`config.mk`:
```
export PLATFORM = sky130hd
export DESIGN_NAME = pmc_ctrl
export DESIGN_NICKNAME = d
export VERILOG_FILES = /design/src/pmc_pkg.sv /design/src/pmc_wake_sync.sv /design/src/pmc_ctrl.sv
export SDC_FILE = /design/constraint.sdc
export NUM_CORES = 1
export LEC_CHECK = 0
export BUFFER_PORTS_ARGS = -buffer_cell sky130_fd_sc_hd__buf_2
export CAP_MARGIN = 20
export CORE_MARGIN = 2
export CORE_UTILIZATION = 51
export CTS_CLUSTER_SIZE = 8
export DETAILED_ROUTE_END_ITERATION = 8
export PLACE_DENSITY_LB_ADDON = 0.3
export SYNTH_ARGS = -nofsm -noshare
export SYNTH_HDL_FRONTEND = slang
export SYNTH_SLANG_ARGS = --single-unit
```
`constraint.sdc`:
```
create_clock -name MCLK -period 5.5 [get_ports MCLK]
set_clock_uncertainty 0.2 [all_clocks]
set_input_delay 1.1 -clock MCLK [delete_from_list [all_inputs] [get_ports MCLK]]
set_output_delay 1.1 -clock MCLK [all_outputs]
set_load 0.005 [all_outputs]
```
`src/pmc_pkg.sv`:
```
package pmc_pkg;

    // operating modes, one-hot
    typedef enum logic [5:0] {
        PMC_RUN      = 6'h01,
        PMC_VLP_RUN  = 6'h02,
        PMC_WAIT     = 6'h04,
        PMC_VLP_WAIT = 6'h08,
        PMC_STOP     = 6'h10,
        PMC_VLP_STOP = 6'h20
    } pmc_mode_t;

    // peripheral clock enable vector bit positions
    localparam int PMC_PERIPH_W = 12;
    localparam int PMC_B_CONVERTER = 0;
    localparam int PMC_B_COMPARATOR = 1;
    localparam int PMC_B_LP_TIMER = 2;
    localparam int PMC_B_PIN_IRQ = 3;
    localparam int PMC_B_OSC = 4;
    localparam int PMC_B_PERIODIC = 5;
    localparam int PMC_B_FLEX_SERIAL = 6;
    localparam int PMC_B_ASYNC_SERIAL = 7;
    localparam int PMC_B_TWO_WIRE = 8;
    localparam int PMC_B_FOUR_WIRE = 9;
    localparam int PMC_B_DMA = 10;
    localparam int PMC_B_OTHER = 11;

    localparam logic [11:0] PMC_GATES_ALL = 12'hFFF;
    localparam logic [11:0] PMC_GATES_STOP = 12'h00F;
    localparam logic [11:0] PMC_GATES_VLP_STOP = 12'h7F7;

    // stop-entry clock handshake guard: cycles in stop before a wake is honoured
    localparam int PMC_STOP_SETTLE_NS = 80;
    localparam int PMC_CLK_PERIOD_NS = 40;
    localparam logic [3:0] PMC_STOP_SETTLE_CYC =
        4'((PMC_STOP_SETTLE_NS + PMC_CLK_PERIOD_NS - 1) / PMC_CLK_PERIOD_NS);

endpackage

```
`src/pmc_wake_sync.sv`:
```
`timescale 1ns/1ps
// wake request collector: enabled pin events plus other wake sources
module pmc_wake_sync
    import pmc_pkg::*;
(
    input wire logic clk,
    input wire logic rst_n,
    input wire logic [7:0] pin_irq,
    input wire logic [7:0] pin_irq_en,
    input wire logic periph_wake,
    input wire logic armed,
    output logic wake
);
    logic wake_q;

    // any enabled pin interrupt or peripheral wake source; held until stop is
    // left so that a short event inside the settle time is not lost
    always_ff @(posedge clk or negedge rst_n) begin
        if (!rst_n) begin
            wake_q <= 1'b0;
        end else begin
            wake_q <= armed && (wake_q || (|(pin_irq & pin_irq_en)) || periph_wake);
        end
    end

    assign wake = wake_q;
endmodule

```
`src/pmc_ctrl.sv`:
```
`timescale 1ns/1ps
// Functional notes
// - sleep instruction enters wait-class or stop-class mode per configuration
// - run and low-power run keep core active with all peripherals
// - run mode keeps every module clocked
// - low-power run: reduced frequency, voltage monitor off
// - wait modes: core sleeps, peripherals may run as programmed
// - wait mode: all peripherals operational, core asleep
// - low-power wait: reduced frequency, voltage monitor off, core asleep
// - stop modes disable core; stop gates most peripherals, low-power stop gates only pin irq and other; register retention per configuration in low-power stop only
// - stop: most clocks gated, registers and sram kept, voltage monitor on
// - stop: converter, comparator, timer, pins run; wake via async controller
// - low-power stop: listed peripherals run; voltage monitor, interrupt controller off
// - interrupt controller wakes core from wait modes
// - async wake controller wakes core from stop modes
// - async controller restarts clocks, then interrupt controller handles pending
// - any enabled pin interrupt wakes from stop modes
module pmc_ctrl
    import pmc_pkg::*;
(
    input wire logic MCLK,
    input wire logic RST_N,
    input wire logic CFG_WR,
    input wire logic CFG_DEEP,
    input wire logic CFG_LOW_POWER,
    input wire logic CFG_SRAM_RETAIN,
    input wire logic SLEEP_REQ,
    input wire logic IRQ_PENDING,
    input wire logic [7:0] PIN_IRQ,
    input wire logic [7:0] PIN_IRQ_EN,
    input wire logic PERIPH_WAKE,
    output logic [5:0] MODE,
    output logic CORE_CLK_EN,
    output logic CORE_SLEEPING,
    output logic REDUCED_FREQ,
    output logic VOLT_MON_EN,
    output logic PRIO_IRQ_EN,
    output logic ASYNC_WAKE_EN,
    output logic SYS_CLK_RESUME,
    output logic SRAM_RETAIN,
    output logic REG_RETAIN,
    output logic [11:0] PERIPH_CLK_EN
);
    pmc_mode_t mode_q, mode_d;
    logic cfg_deep_q, cfg_lp_q, cfg_ret_q;
    logic [3:0] settle_q;
    logic wake_async;
    logic resume_q;
    logic [11:0] gates_q;
    logic reduced_q, volt_q, prio_q, awake_q, core_q, sleep_q, sram_q, reg_q;

    function automatic logic mode_is_stop(input pmc_mode_t m);
        return (m == PMC_STOP) || (m == PMC_VLP_STOP);
    endfunction

    function automatic logic mode_is_wait(input pmc_mode_t m);
        return (m == PMC_WAIT) || (m == PMC_VLP_WAIT);
    endfunction

    // stored configuration, written whenever CFG_WR is high, in any mode
    always_ff @(posedge MCLK or negedge RST_N) begin
        if (!RST_N) begin
            cfg_deep_q <= 1'b0;
            cfg_lp_q <= 1'b0;
            cfg_ret_q <= 1'b1;
        end else if (CFG_WR) begin
            cfg_deep_q <= CFG_DEEP;
            cfg_lp_q <= CFG_LOW_POWER;
            cfg_ret_q <= CFG_SRAM_RETAIN;
        end
    end

    pmc_wake_sync u_wake (
        .clk(MCLK),
        .rst_n(RST_N),
        .pin_irq(PIN_IRQ),
        .pin_irq_en(PIN_IRQ_EN),
        .periph_wake(PERIPH_WAKE),
        .armed(mode_is_stop(mode_q)),
        .wake(wake_async)
    );

    always_comb begin
        mode_d = mode_q;
        unique case (mode_q)
            PMC_RUN, PMC_VLP_RUN: begin
                if (SLEEP_REQ) begin
                    // deep and low-power configuration sampled in one cycle
                    if (cfg_deep_q) begin
                        mode_d = cfg_lp_q ? PMC_VLP_STOP : PMC_STOP;
                    end else begin
                        mode_d = cfg_lp_q ? PMC_VLP_WAIT : PMC_WAIT;
                    end
                end else begin
                    mode_d = cfg_lp_q ? PMC_VLP_RUN : PMC_RUN;
                end
            end
            PMC_WAIT: begin
                if (IRQ_PENDING) mode_d = PMC_RUN;
            end
            PMC_VLP_WAIT: begin
                if (IRQ_PENDING) mode_d = PMC_VLP_RUN;
            end
            PMC_STOP: begin
                if (wake_async && settle_q == 4'h0) mode_d = PMC_RUN;
            end
            PMC_VLP_STOP: begin
                if (wake_async && settle_q == 4'h0) mode_d = PMC_VLP_RUN;
            end
            default: mode_d = PMC_RUN;
        endcase
    end

    always_ff @(posedge MCLK or negedge RST_N) begin
        if (!RST_N) begin
            mode_q <= PMC_RUN;
        end else begin
            mode_q <= mode_d;
        end
    end

    // minimum stop residency before a wake is honoured
    always_ff @(posedge MCLK or negedge RST_N) begin
        if (!RST_N) begin
            settle_q <= 4'h0;
        end else if (!mode_is_stop(mode_q) && mode_is_stop(mode_d)) begin
            settle_q <= PMC_STOP_SETTLE_CYC;
        end else if (settle_q != 4'h0) begin
            settle_q <= settle_q - 4'h1;
        end
    end

    // clock resume pulse on leaving stop; pending irq then seen by controller
    always_ff @(posedge MCLK or negedge RST_N) begin
        if (!RST_N) begin
            resume_q <= 1'b0;
        end else begin
            resume_q <= mode_is_stop(mode_q) && !mode_is_stop(mode_d);
        end
    end

    // per-mode outputs, registered from next mode
    always_ff @(posedge MCLK or negedge RST_N) begin
        if (!RST_N) begin
            gates_q <= PMC_GATES_ALL;
            reduced_q <= 1'b0;
            volt_q <= 1'b1;
            prio_q <= 1'b1;
            awake_q <= 1'b0;
            core_q <= 1'b1;
            sleep_q <= 1'b0;
            sram_q <= 1'b1;
            reg_q <= 1'b1;
        end else begin
            unique case (mode_d)
                PMC_RUN: begin
                    gates_q <= PMC_GATES_ALL;
                    reduced_q <= 1'b0;
                    volt_q <= 1'b1;
                    prio_q <= 1'b1;
                    awake_q <= 1'b0;
                    core_q <= 1'b1;
                    sleep_q <= 1'b0;
                    sram_q <= 1'b1;
                    reg_q <= 1'b1;
                end
                PMC_VLP_RUN: begin
                    gates_q <= PMC_GATES_ALL;
                    reduced_q <= 1'b1;
                    volt_q <= 1'b0;
                    prio_q <= 1'b1;
                    awake_q <= 1'b0;
                    core_q <= 1'b1;
                    sleep_q <= 1'b0;
                    sram_q <= 1'b1;
                    reg_q <= 1'b1;
                end
                PMC_WAIT: begin
                    gates_q <= PMC_GATES_ALL;
                    reduced_q <= 1'b0;
                    volt_q <= 1'b1;
                    prio_q <= 1'b1;
                    awake_q <= 1'b0;
                    core_q <= 1'b0;
                    sleep_q <= 1'b1;
                    sram_q <= 1'b1;
                    reg_q <= 1'b1;
                end
                PMC_VLP_WAIT: begin
                    gates_q <= PMC_GATES_ALL;
                    reduced_q <= 1'b1;
                    volt_q <= 1'b0;
                    prio_q <= 1'b1;
                    awake_q <= 1'b0;
                    core_q <= 1'b0;
                    sleep_q <= 1'b1;
                    sram_q <= 1'b1;
                    reg_q <= 1'b1;
                end
                PMC_STOP: begin
                    gates_q <= PMC_GATES_STOP;
                    reduced_q <= 1'b0;
                    volt_q <= 1'b1;
                    prio_q <= 1'b0;
                    awake_q <= 1'b1;
                    core_q <= 1'b0;
                    sleep_q <= 1'b1;
                    sram_q <= 1'b1;
                    reg_q <= 1'b1;
                end
                PMC_VLP_STOP: begin
                    gates_q <= PMC_GATES_VLP_STOP;
                    reduced_q <= 1'b1;
                    volt_q <= 1'b0;
                    prio_q <= 1'b0;
                    awake_q <= 1'b1;
                    core_q <= 1'b0;
                    sleep_q <= 1'b1;
                    sram_q <= 1'b1;
                    reg_q <= cfg_ret_q;
                end
                default: begin
                    gates_q <= PMC_GATES_ALL;
                    reduced_q <= 1'b0;
                    volt_q <= 1'b1;
                    prio_q <= 1'b1;
                    awake_q <= 1'b0;
                    core_q <= 1'b1;
                    sleep_q <= 1'b0;
                    sram_q <= 1'b1;
                    reg_q <= 1'b1;
                end
            endcase
        end
    end

    assign MODE = mode_q;
    assign PERIPH_CLK_EN = gates_q;
    assign REDUCED_FREQ = reduced_q;
    assign VOLT_MON_EN = volt_q;
    assign PRIO_IRQ_EN = prio_q;
    assign ASYNC_WAKE_EN = awake_q;
    assign CORE_CLK_EN = core_q;
    assign CORE_SLEEPING = sleep_q;
    assign SRAM_RETAIN = sram_q;
    assign REG_RETAIN = reg_q;
    assign SYS_CLK_RESUME = resume_q;
endmodule

```
==> results.cfg <==
[cells_and_area]
fin_area_mm2 = 0.00149
drive_gt1_share_pct = 43.2
insertedDiodeCount = 0
fillers = 185
multiInputGateArea_um2 = 519
nNetsFinal = 190
syn2layout_area_growth_pct = 18.4
regArea_um2 = 611

[clock_tree]
cts_sinks = 24
cts_tree = done
clk_path_buf_depth = 2
cts_root_buffer = clkbuf_4
ctsHtreeMaxLevel = 1
ctsResizeCount = 0
cts_buffers = 3
clock_latency_ns = 0.31
cts_hold_buf = 0
clk_pin_slew_ns = 0.13
cts_setup_buffers = 0

[global_routing]
grt_max_degree = 25
met2_usage_pct = 34.6
grt_use_total_pct = 21.3
grt-busiest-layer = met2
grtUsageMet3_pct = 2.78
overflow = 0
first_global_vias = 995
antenna_found_initial = 0
grt_first_pass_wirelength_mm = 4.33
met1_usage_pct = 27.5

[sta]
worst_pin_slew_ns = 0.615
finalCriticalPeriod_ns = 2.35
maxSlewHeadroom_pct = 58.5
slew_viol_final = 0
report.final.hold_viol_count = 0
setup_viol = 0
min_period_over_period_pct = 42.7
tns_ns = 0
rsz0062_at_grt = no
max_freq_mhz = 426

[synthesis]
syn_inst = 122
yosysUniqueCellTypes = 49
syn_area_mm2 = 0.00125
synth_top_area_share_pct = 31.9
yosys.area.top_type = dfrtp_1
synth.cells.most_frequent = dfrtp_1 (16), buf_4 (11), nor2_1 (10)
yosysSeqAreaShare_pct = 48.7
yosysMostFrequentCell = dfrtp_1
synth_edf_count = 0
synth-async-reset-ratio_pct = 100
synth_ff_type = dfrtp_1
yosysWarningCount = 0
synth-seq-cells = 24
synth.area.top_cells = dfrtp_1 (32%), dfstp_2 (17%), buf_4 (6.6%)
synth.avg_cell_area_um2 = 10.3

[hold_path]
hold_depth = 1
hp-start = cfg_ret_q
hold_end = REG_RETAIN
min_path_type = reg -> reg

[floorplanning]
die_x_um = 53.6
die-area_mm2 = 0.00287
core-area_mm2 = 0.00228
fp.dieH_um = 53.6
row_count = 17
start_util_pct = 55.1
boundaryPins = 52

[routing]
postRouteAntennaNets = 0
drc = 0
via_count = 1052
drt_iter0_markers = 30
wl_mm = 2.55
via_per_inst = 5.54
drt_first_pass_iters = 4
wl_per_cell_um = 13.4

[setup_path]
cp_max_fo = 6
r2r_slack_ns = 3.15
r2r_end = SYS_CLK_RESUME
startpoint_type = register
required_ns = 4.20
worstReg2RegStart = settle_q[0]
path_cells = buf_2
crit_path_end_kind = output pin
worst-path-buf-inv = 1
setup.worst_path.start = MODE[0]
cp_top_family = flip-flops
cpMaxStageDelayCell = dfstp_2
reg2reg_depth = 7
cpPeakStageDelay_ns = 0.61
critPathKind = reg -> out
cp.arrival_ns = 1.05

[run]
cap_violations = 0

[run_status]
status = finished clean

[power]
peakVddDrop_mv = 0.314
finalPower_mw = 0.769
p_leak_nw = 0.752
cellPowerDensity_mw_per_mm2 = 518

[placement]
dpl-instance-area_mm2 = 0.00143
io_buffers = 47
gp_congestion = 0.896
hpwlAfterDp_mm = 1.99
final cells by class:
cell class              instances  share of cell area (%)
clock buffers                   3                    1.52
inverters                       9                    2.27
multi-input cells              78                    34.9
repair buffers                 47                    15.8
well taps                      28                    2.36
clock inverters                 1                    2.02
flip-flops and latches         24                    41.1
layer usage:
metal | share of wire, % | wire length [um]
met2 | 48 | 1230
met3 | 9.1 | 233
met1 | 42 | 1060
met4 | 1.2 | 30
met5 | 0 | 0
power by group:
group / total [mW] / internal [mW] / leakage [nW] / switching [mW]
registers: 0.306 / 0.252 / 0.290 / 0.0543
logic: 0.336 / 0.162 / 0.435 / 0.174
clock network: 0.127 / 0.0737 / 0.0279 / 0.0537
sequential cells by signal, indices dropped and copies added (netlist names):
register	flops
cfg_deep_q	1
cfg_ret_q	1
u_wake.wake	1
VOLT_MON_EN	1
PERIPH_CLK_EN	3
REDUCED_FREQ	1
SYS_CLK_RESUME	1
settle_q	4
ASYNC_WAKE_EN	1
CORE_SLEEPING	1
cfg_lp_q	1
CORE_CLK_EN	1
REG_RETAIN	1
MODE	6
through the flow:
step | cells | util [%] | hold WS (ns) | setup slack (ns)
2_1_floorplan | 125 | - | 0.276 | 3.34
6_report | 190 | 65.3 | 0.317 | 3.15
3_3_place_gp | 186 | 63.0 | 0.285 | 3.20
5_1_grt | 190 | 65.3 | 0.348 | 3.03
3_5_place_dp | 186 | 63.0 | 0.303 | 3.16
4_1_cts | 190 | 65.3 | 0.322 | 3.13
how the worst max path moves through the flow:
stage	endpoint	slack [ns]	depth (start not counted)
3_5_place_dp	SYS_CLK_RESUME	3.16	5
4_1_cts	MODE[0]	3.13	1
6_report	MODE[0]	3.15	1
3_3_place_gp	SYS_CLK_RESUME	3.20	5
2_1_floorplan	CORE_SLEEPING	3.34	7
5_1_grt	SYS_CLK_RESUME	3.03	7
cells by family (layout without fill, tap and decap cells):
group                    Yosys count  count (layout)  share of synthesized area, %
AO/OA/AOI/OAI                     18              18                          10.7
XOR/XNOR                           3               3                          2.09
adder cells (fa/ha/maj)            2               2                          1.99
buffers and inverters             23              60                          10.9
flip-flops                        24              24                          48.7
multiplexers                       4               4                          3.49
other                              1               4                         0.299
AND/OR/NAND/NOR                   47              47                          21.9
cells in the final DEF, fill, tap and decap left out, types with 4 or more instances in the layout:
| cell | count |
|---|---|
| conb_1 | 4 |
| nand2_1 | 8 |
| inv_1 | 8 |
| dfrtp_1 | 16 |
| dfstp_2 | 8 |
| nor2_1 | 10 |
| nand3_1 | 5 |
| buf_2 | 47 |
Power figures use the tool's default switching activity.
